$ cat config.mk
export PLATFORM = sky130hd
export DESIGN_NAME = adc_device_flat
export DESIGN_NICKNAME = d
export VERILOG_FILES = /design/src/include/adc_pkg.sv /design/src/include/adc_link_if.sv /design/src/core/adc_device.sv /design/src/flat_wrapper.sv
export VERILOG_INCLUDE_DIRS = /design/src /design/src/include
export SDC_FILE = /design/constraint.sdc
export NUM_CORES = 1
export LEC_CHECK = 0
export ABC_AREA = 1
export BUFFER_PORTS_ARGS = -buffer_cell sky130_fd_sc_hd__buf_2
export CORE_ASPECT_RATIO = 0.6
export CORE_UTILIZATION = 27
export DETAILED_ROUTE_END_ITERATION = 16
export GPL_ROUTABILITY_DRIVEN = 0
export PLACE_DENSITY = 0.43
export SKIP_CTS_REPAIR_TIMING = 1
export SYNTH_ARGS = -nofsm -noshare
export SYNTH_HDL_FRONTEND = slang
export SYNTH_SLANG_ARGS = --single-unit
$ cat constraint.sdc
create_clock -name clk_sys_i -period 4.1 [get_ports clk_sys_i]
set_input_delay 0.615 -clock clk_sys_i [delete_from_list [all_inputs] [get_ports clk_sys_i]]
set_output_delay 0.615 -clock clk_sys_i [all_outputs]
set_load 0.01 [all_outputs]
$ cat src/include/adc_cfg.svh
`ifndef ADC_CFG_SVH
`define ADC_CFG_SVH
// How it works
// - select-high trigger rise: convert, float output
// - host holds trigger high through conversion, readback
// - trigger and select both low: drive low
// - no-busy select returns high inside conversion window
// - no-busy: select low shows msb, 16 edges
// - busy mode: select low until busy shows
// - busy mode: ready low flag, 17 edges
// - select low at trigger rise: chain mode
// - chain host pulses trigger low then high
// - serial clock level at rise picks busy
// - chain mode never floats the output
// - chain: msb at end, shift through
// - chain host gives sixteen edges per device
// - chain busy needs own done and upstream enable
// - busy bit not chained: one extra edge
// - select high picks chip-select, low chain
// - no-busy host times out maximum conversion

`define RESULT_BITS 16
`define RESULT_MSB 15
`define EDGE_W 6
`define TIMER_W 16
`define CLK_PERIOD_NS 5
`define CONV_TIME_NS 1500
`define CONV_MAX_NS 2000
`define CONV_CYCLES ((`CONV_TIME_NS + `CLK_PERIOD_NS - 1) / `CLK_PERIOD_NS)
`define CONV_MAX_CYCLES ((`CONV_MAX_NS + `CLK_PERIOD_NS - 1) / `CLK_PERIOD_NS)
`define SCLK_HALF_CYCLES 8
`define SETTLE_CYCLES 8
`define CHAIN_LEN 2
`define FLAG_EDGES 1
`endif

$ cat src/include/adc_pkg.sv
package adc_pkg;
  typedef enum logic [2:0] {
    DEV_IDLE,
    DEV_CONVERT,
    DEV_CS_WAIT,
    DEV_CS_READ,
    DEV_CHAIN_READ
  } dev_state_type;

  typedef enum logic [3:0] {
    HOST_IDLE,
    HOST_TRIG_LOW,
    HOST_TRIG_HIGH,
    HOST_WAIT_CONV,
    HOST_WAIT_BUSY,
    HOST_SELECT,
    HOST_CLK_HI,
    HOST_CLK_LO
  } host_state_type;

  typedef enum logic [1:0] {
    MODE_CS_NOBUSY,
    MODE_CS_BUSY,
    MODE_CHAIN_NOBUSY,
    MODE_CHAIN_BUSY
  } mode_type;
endpackage : adc_pkg

$ cat src/include/adc_link_if.sv
interface adc_link_if;
  logic conv_trigger;
  logic sclk;
  logic chain_select_in;
  logic result_out;
  logic result_out_oe;
  logic result_level;

  // external pullup holds the line high while the device floats it
  assign result_level = result_out_oe ? result_out : 1'b1;

  modport device (
    input conv_trigger,
    input sclk,
    input chain_select_in,
    output result_out,
    output result_out_oe
  );

  modport host (
    output conv_trigger,
    output sclk,
    output chain_select_in,
    input result_level
  );
endinterface : adc_link_if

$ cat src/core/adc_device.sv
`include "adc_cfg.svh"

module adc_device #(
  parameter int CONV_CYCLES = `CONV_CYCLES
) (
  input wire logic clk_sys_i, // system clock
  input wire logic rst_n_i, // sync reset, active low
  input wire logic ce_i, // clock enable, freezes state when low
  input wire logic [`RESULT_MSB:0] sample_i, // result from the converter core
  output logic converting_o, // high while a conversion runs
  adc_link_if.device link // pins toward host or neighbours
);

  logic [2:0] conv_sync;
  logic [2:0] sclk_sync;
  logic [2:0] sel_sync;
  logic [2:0] next_conv_sync;
  logic [2:0] next_sclk_sync;
  logic [2:0] next_sel_sync;
  logic conv_s;
  logic sclk_s;
  logic sel_s;
  logic conv_rise;
  logic sclk_fall;

  adc_pkg::dev_state_type state;
  adc_pkg::dev_state_type next_state;
  logic chain_mode;
  logic next_chain_mode;
  logic busy_mode;
  logic next_busy_mode;
  logic flag_pending;
  logic next_flag_pending;
  logic busy_seen;
  logic next_busy_seen;
  logic [`RESULT_MSB:0] shreg;
  logic [`RESULT_MSB:0] next_shreg;
  logic [`TIMER_W-1:0] timer;
  logic [`TIMER_W-1:0] next_timer;
  logic [`EDGE_W-1:0] edge_cnt;
  logic [`EDGE_W-1:0] next_edge_cnt;
  logic [`EDGE_W-1:0] last_edge;
  logic converting;
  logic next_converting;
  logic out;
  logic next_out;
  logic oe;
  logic next_oe;
  logic start;

  // pins are asynchronous: bit 0 feeds only bit 1, bit 2 is the edge history
  always_comb
  begin
    next_conv_sync = {conv_sync[1:0], link.conv_trigger};
    next_sclk_sync = {sclk_sync[1:0], link.sclk};
    next_sel_sync = {sel_sync[1:0], link.chain_select_in};
  end

  always_ff @(posedge clk_sys_i)
  begin
    if (!rst_n_i)
    begin
      conv_sync <= 3'h0;
      sclk_sync <= 3'h0;
      sel_sync <= 3'h0;
    end
    else if (ce_i)
    begin
      conv_sync <= next_conv_sync;
      sclk_sync <= next_sclk_sync;
      sel_sync <= next_sel_sync;
    end
  end

  // levels and edges seen after the second stage
  assign conv_s = conv_sync[1];
  assign sclk_s = sclk_sync[1];
  assign sel_s = sel_sync[1];
  assign conv_rise = conv_sync[1] & ~conv_sync[2];
  assign sclk_fall = ~sclk_sync[1] & sclk_sync[2];

  // a busy flag costs one extra falling edge before the data
  assign last_edge = busy_mode ? `EDGE_W'(`RESULT_BITS + `FLAG_EDGES) : `EDGE_W'(`RESULT_BITS);

  // a trigger rise in idle or in select-mode wait or readout starts a new one; conversion and chain readout ignore it
  assign start = conv_rise && (state == adc_pkg::DEV_IDLE || state == adc_pkg::DEV_CS_WAIT ||
                               state == adc_pkg::DEV_CS_READ);

  // sequencing of conversion and readout
  always_comb
  begin
    next_state = state;
    next_chain_mode = chain_mode;
    next_busy_mode = busy_mode;
    next_flag_pending = flag_pending;
    next_busy_seen = busy_seen;
    next_shreg = shreg;
    next_timer = timer;
    next_edge_cnt = edge_cnt;
    next_converting = converting;
    case (state)
      adc_pkg::DEV_IDLE:
      begin
        next_state = state;
      end
      adc_pkg::DEV_CONVERT:
      begin
        next_timer = timer + `TIMER_W'(1);
        if (timer == `TIMER_W'(CONV_CYCLES - 1))
        begin
          next_shreg = sample_i;
          next_converting = 1'b0;
          next_edge_cnt = `EDGE_W'(0);
          next_busy_seen = 1'b0;
          if (chain_mode)
          begin
            next_flag_pending = busy_mode;
            next_state = adc_pkg::DEV_CHAIN_READ;
          end
          else if (!sel_s)
          begin
            // select low at completion asks for the ready flag
            next_busy_mode = 1'b1;
            next_flag_pending = 1'b1;
            next_state = adc_pkg::DEV_CS_READ;
          end
          else
          begin
            next_flag_pending = 1'b0;
            next_state = adc_pkg::DEV_CS_WAIT;
          end
        end
      end
      adc_pkg::DEV_CS_WAIT:
      begin
        if (!sel_s)
        begin
          next_state = adc_pkg::DEV_CS_READ;
        end
      end
      adc_pkg::DEV_CS_READ:
      begin
        if (sclk_fall)
        begin
          next_edge_cnt = edge_cnt + `EDGE_W'(1);
          if (edge_cnt == last_edge - `EDGE_W'(1))
          begin
            next_state = adc_pkg::DEV_IDLE;
          end
          else if (flag_pending)
          begin
            next_flag_pending = 1'b0;
          end
          else
          begin
            next_shreg = {shreg[`RESULT_MSB-1:0], 1'b0};
          end
        end
      end
      adc_pkg::DEV_CHAIN_READ:
      begin
        if (!conv_s)
        begin
          // next acquisition; output stays driven
          next_state = adc_pkg::DEV_IDLE;
        end
        else if (flag_pending)
        begin
          if (sel_s)
          begin
            next_busy_seen = 1'b1;
          end
          if (sclk_fall && busy_seen)
          begin
            next_flag_pending = 1'b0;
          end
        end
        else if (sclk_fall)
        begin
          next_shreg = {shreg[`RESULT_MSB-1:0], sel_s};
        end
      end
      default:
      begin
        next_state = adc_pkg::DEV_IDLE;
      end
    endcase
    if (start)
    begin
      next_state = adc_pkg::DEV_CONVERT;
      next_converting = 1'b1;
      next_timer = `TIMER_W'(0);
      next_chain_mode = ~sel_s;
      next_busy_mode = ~sel_s & sclk_s;
      next_flag_pending = 1'b0;
    end
  end

  // output pin follows the next state so it lands with it
  always_comb
  begin
    next_out = 1'b0;
    next_oe = 1'b0;
    case (next_state)
      adc_pkg::DEV_CONVERT:
      begin
        next_oe = next_chain_mode;
      end
      adc_pkg::DEV_CS_READ:
      begin
        next_oe = 1'b1;
        next_out = next_flag_pending ? 1'b0 : next_shreg[`RESULT_MSB];
      end
      adc_pkg::DEV_CHAIN_READ:
      begin
        next_oe = 1'b1;
        next_out = next_flag_pending ? next_busy_seen : next_shreg[`RESULT_MSB];
      end
      default:
      begin
        if (!conv_s && !sel_s)
        begin
          // low here arms chain mode in the next device down
          next_oe = 1'b1;
          next_out = 1'b0;
        end
        else
        begin
          next_oe = next_chain_mode;
          next_out = next_chain_mode & next_shreg[`RESULT_MSB];
        end
      end
    endcase
  end

  always_ff @(posedge clk_sys_i)
  begin
    if (!rst_n_i)
    begin
      state <= adc_pkg::DEV_IDLE;
      chain_mode <= 1'b0;
      busy_mode <= 1'b0;
      flag_pending <= 1'b0;
      busy_seen <= 1'b0;
      shreg <= 16'h0000;
      timer <= 16'h0000;
      edge_cnt <= 6'h00;
      converting <= 1'b0;
      out <= 1'b0;
      oe <= 1'b0;
    end
    else if (ce_i)
    begin
      state <= next_state;
      chain_mode <= next_chain_mode;
      busy_mode <= next_busy_mode;
      flag_pending <= next_flag_pending;
      busy_seen <= next_busy_seen;
      shreg <= next_shreg;
      timer <= next_timer;
      edge_cnt <= next_edge_cnt;
      converting <= next_converting;
      out <= next_out;
      oe <= next_oe;
    end
  end

  // all pins straight from flops
  assign link.result_out = out;
  assign link.result_out_oe = oe;
  assign converting_o = converting;

endmodule : adc_device

$ cat src/flat_wrapper.sv
// flat-port wrapper written by rule: the top's interface ports become plain ports
module adc_device_flat 
#(
  parameter int CONV_CYCLES = `CONV_CYCLES
)
  (clk_sys_i, rst_n_i, ce_i, sample_i, converting_o, link_conv_trigger, link_sclk, link_chain_select_in, link_result_out, link_result_out_oe);
  adc_link_if link_i ();
  input wire logic clk_sys_i;
  input wire logic rst_n_i;
  input wire logic ce_i;
  input wire logic [`RESULT_MSB:0] sample_i;
  output logic converting_o;
  input wire logic [$bits(link_i.conv_trigger)-1:0] link_conv_trigger;
  input wire logic [$bits(link_i.sclk)-1:0] link_sclk;
  input wire logic [$bits(link_i.chain_select_in)-1:0] link_chain_select_in;
  output wire logic [$bits(link_i.result_out)-1:0] link_result_out;
  output wire logic [$bits(link_i.result_out_oe)-1:0] link_result_out_oe;
  assign link_i.conv_trigger = link_conv_trigger;
  assign link_i.sclk = link_sclk;
  assign link_i.chain_select_in = link_chain_select_in;
  assign link_result_out = link_i.result_out;
  assign link_result_out_oe = link_i.result_out_oe;
  adc_device #(.CONV_CYCLES(CONV_CYCLES)) u_core (.clk_sys_i(clk_sys_i), .rst_n_i(rst_n_i), .ce_i(ce_i), .sample_i(sample_i), .converting_o(converting_o), .link(link_i));
endmodule
== Yosys cells after proc, flatten, opt, wreduce, memory -nomap -nowiden ==
Index checks and enable logic that the tools add are counted.
Widths: inputs -> output; s select.

* Equal/unequal tests: 18
* Bitwise operators: 7
* $add $sub $neg: 3
* Reductions and logical operators: 18
* Multiplexer cells: 53

{| class="wikitable"
|+ Operators by type and width
! operator !! number
|-
| $mux 16 || 9
|-
| $pmux 16 s3 || 1
|-
| $mux 1 || 28
|-
| $mux 3 || 7
|-
| $add 16x1->16 const B || 1
|-
| $eq 16x9->1 const B || 1
|-
| $pmux 3 s5 || 1
|-
| $mux 6 || 2
|-
| $pmux 6 s2 || 1
|-
| $ne 2x2->1 const B || 5
|-
| $eq 3x2->1 const B || 3
|-
| $reduce_and 9->1 || 1
|-
| $ne 2x1->1 const B || 4
|-
| $add 6x1->6 const B || 1
|-
| $eq 3x1->1 const B || 2
|-
| $eq 3x3->1 const B || 2
|-
| $eq 6x6->1 || 1
|-
| $pmux 1 s3 || 2
|-
| $reduce_bool 2->1 || 3
|-
| $sub 6x1->6 const B || 1
|-
| $reduce_and 5->1 || 1
|-
| $and 1x1->1 || 4
|-
| $pmux 1 s2 || 2
|-
| $reduce_and 4->1 || 1
|-
| 9 further kinds || 15
|}

* Register bits after elaboration: 56
* Output and inout port bits: 3
* Input bits: 22
* Logic and storage cells: 114

== Logic depth before layout (Yosys ltp) ==
* Depth in word-level cells: 10
* Mapped depth: 14
* Gate-level depth less buffers: 14

== Worst setup path after synthesis ==
OpenSTA, ideal clock, no wires.

* Kind: input-to-reg
* Start: input ce_i
* End: register u_core.timer[13]
* Required time: 3.981 ns
* Setup time: 0.119 ns
* Arrival: 1.542 ns
* Slack: 2.440 ns
* Stages on the path: 8
* Path buffers: 1
* Cell sequence: clkbuf_2 -> nand2_2 -> nand2_4 -> nand2_4 -> nor3_2 -> nand3_1 -> nor3b_1 -> nor2_1

* Word-level cells in the longest chain between the ends: 1

{| class="wikitable"
|+ RTL lines
! what !! RTL line !! RTL
|-
| start: declaration || flat_wrapper.sv:10 || <nowiki>input wire logic ce_i;</nowiki>
|-
| $reduce_and 2->1 (no line) || -- ||
|-
| end signal: assignment || adc_device.sv:260 || <nowiki>timer <= next_timer;</nowiki>
|-
| end: declaration || adc_device.sv:38 || <nowiki>logic [`TIMER_W-1:0] timer;</nowiki>
|}

Every way passes these cells.
A chain may end at the register's enable or synchronous reset.

== Final worst setup path ==
* Start: register u_core.timer[0]
* End: register u_core.shreg[10]

* Word-level cells in the longest chain between the ends: 3

{| class="wikitable"
|+ RTL lines
! what !! RTL line !! RTL
|-
| $eq 16x9->1 || adc_device.sv:109 || <nowiki>if (timer == `TIMER_W'(CONV_CYCLES - 1))</nowiki>
|-
| $ne 2x1->1 (no line) || -- ||
|-
| $reduce_and 9->1 (no line) || -- ||
|-
| end signal: assignment || adc_device.sv:259 || <nowiki>shreg <= next_shreg;</nowiki>
|-
| end: declaration || adc_device.sv:36 || <nowiki>logic [`RESULT_MSB:0] shreg;</nowiki>
|}

Every way passes these cells.

==> flow_summary.toml <==
[setup_path]
slowest_stage = "dfxtp_1"
crit_chain = "ha_1 > nand2_1 > nor2_1 > nand2_1 > nand2_1 > nand3_2 > nor2_4 > inv_2 > nand2_1 > a21oi_1"
path_common_cell = "nand2_1"
slowest_delay_ns = 0.37
startpoint_type = "flip-flop"
path_class = "reg2reg"
cp_max_fo = 16
cp-end-kind = "flip-flop"
crit_arrival_ns = 2.34
crit_required_ns = 4.25

[timing]
drv_slew = 0
grt_setup_unrepaired = "false"
skew_ns = 0.00338
hold_violations = 0
holdWs_ns = 0.465
worst_pin_slew_ns = 0.810
min_period_ns = 2.19
period_share = 0.535
fmax_mhz = 456
slew_headroom = 0.459
layout_setup_ws_ns = 1.91
fin_tns_setup_ns = 0
setup_viol = 0

[detailed_routing]
wl_um = 7760
drc = 0
routed_via_density = 4.65
final_antenna_net_count = 0
dr_total_vias = 2815
dr.pass1.iters = 4
routedWlPerCell_um = 12.8
drt_iter0_markers = 216

[run]
drv_cap = 0

[die]
num_rows = 29
io_pins = 25
die_area_um2 = 11400
die_width_um = 137
start_util = 0.279
die_h_um = 83.0
coreArea_um2 = 10600

[finish]
layout_commonest_cell = "nand2_1"
nFillCells = 1186
finalNetCount = 490
seq_area_um2 = 1120
num_antenna_cells = 0
syn2layout_area_growth_pct = 12.9
multi_input_area_um2 = 1610
drive_gt1_frac = 0.126
mostFrequentLayoutCells = "133 x nand2_1, 56 x dfxtp_1, 49 x nor2_1, 40 x a21oi_1, 36 x nand3_1"
fin_util = 0.315

[power]
max-vdd-ir-drop_v = 0.000159
power_density_nw_per_um2 = 339
power.internal_mw = 0.835
seq_power_share = 0.505
leakage_nw = 1.37
switching_share = 0.262
pwr-share-clk = 0.394
power.total_mw = 1.13
pwr-share-comb = 0.101
p_switching_mw = 0.296

[clocking]
cts_buffers = 5
cts_tree = "done"
htreeDepth = 2
clk_path_buf_depth = 2
root_buffer = "clkbuf_16"
path_clk_slew_ns = 0.07
clock_latency_ns = 0.29
cts_sinks = 56

[yosys]
synth_seq_cells = 56
synth_edf_count = 0
seq_area_frac_synth = 0.379
ys_warn_count = 0
synth_ff_type = "dfxtp_1"
async_reset_ff_frac = 0
netlist_area_um2 = 2960
synth_nets = 471
synth_cell_type_count = 42
postSynthAreaPerCell_um2 = 6.61
synthCells = 447

[outcome]
status = "completed"

[global_routing]
antenna_found_initial = 0
grt_use_total = 0.147
grt.overflow.total = 0
grt_pass1_wl_um = 13300
grt_pass1_vias = 2674
grt_max_degree = 26

[placed_design]
hpwl_um = 5600
place_ws_ns = 1.73
portBuffers = 24

[worst_hold_path]
hp-class = "reg2reg"
[power groups by stage]
stage | logic, mW | clock network [mW] | registers (mW)
after CTS | 0.115 | 0.461 | 0.571
after floorplan | 0.0819 | 0 | 0.579
after global placement | 0.114 | 0 | 0.584
after detailed placement | 0.114 | 0 | 0.584
after global routing | 0.132 | 0.475 | 0.573
final | 0.115 | 0.445 | 0.571
[worst paths after layout]
| check | from | end | slack [ns] | cells past startpoint |
|---|---|---|---|---|
| setup / recovery | u_core.timer[0] | u_core.shreg[10] | 1.91 | 10 |
| hold / removal | u_core.shreg[3] | u_core.shreg[3] | 0.47 | 2 |
| setup reg to reg | u_core.timer[0] | u_core.shreg[10] | 1.91 | 10 |
| hold reg to reg | u_core.shreg[3] | u_core.shreg[3] | 0.47 | 2 |
[per-stage QoR]
stage | std cells | instance area [µm²]
floorplan | 447 | 2960
global placement | 598 | 3190
detailed placement | 598 | 3190
CTS | 606 | 3340
global route | 606 | 3340
finish | 606 | 3340
[layout make-up]
| cell class | instances | area share |
|---|---|---|
| repair buffers | 25 | 0.0382 |
| multi-input cells | 337 | 0.483 |
| clock buffers | 6 | 0.0416 |
| well taps | 139 | 0.0521 |
| inverters | 41 | 0.0461 |
| clock inverters | 2 | 0.00300 |
| flip-flops and latches | 56 | 0.336 |
[kinds of logic (layout without fill, tap and decap cells)]
family,Yosys count,after routing,synth area share
AND/OR/NAND/NOR,249,249,0.373
XOR/XNOR,4,4,0.0119
flip-flops,56,56,0.379
AO/OA/AOI/OAI,82,82,0.152
adder cells (fa/ha/maj),2,2,0.00847
buffers and inverters,54,74,0.0754
[critical path, delay by kind of cell (launching register included)]
family	cells	cell delay [ns]
simple gates	7	1.10
flops	1	0.37
fa+ha+maj	1	0.28
compound gates	1	0.06
buf+inv	1	0.23
[Yosys cell counts, drive strengths merged (4+ instances only)]
cell type	n	area, µm²
a21oi	41	209
buf	6	41.3
nor2	54	230
xor2	4	35.0
clkbuf	7	27.5
nor3	10	65.1
nand4	4	31.3
dfxtp	56	1120
o21ai	29	145
inv	39	146
nand3	37	190
nand2	138	541
[layer usage]
metal	wire, µm	track usage	vias up
met3	274	0.0293	4
met1	4530	0.239	1278
met4	34	0.0270	0
li1	-	-	1498
met2	2930	0.194	35
met5	0	0	-
[sequential cells by signal, indices dropped and copies added, names as in the netlist]
| register | cells |
|---|---|
| u_core.busy_mode | 1 |
| u_core.busy_seen | 1 |
| u_core.chain_mode | 1 |
| u_core.conv_sync | 3 |
| u_core.converting_o | 1 |
| u_core.edge_cnt | 6 |
| u_core.flag_pending | 1 |
| u_core.link.result_out | 1 |
| u_core.link.result_out_oe | 1 |
| u_core.sclk_sync | 3 |
| u_core.sel_sync | 2 |
| u_core.shreg | 16 |
| u_core.state | 3 |
| u_core.timer | 16 |
Note: power is estimated with default switching activity, not from simulation.
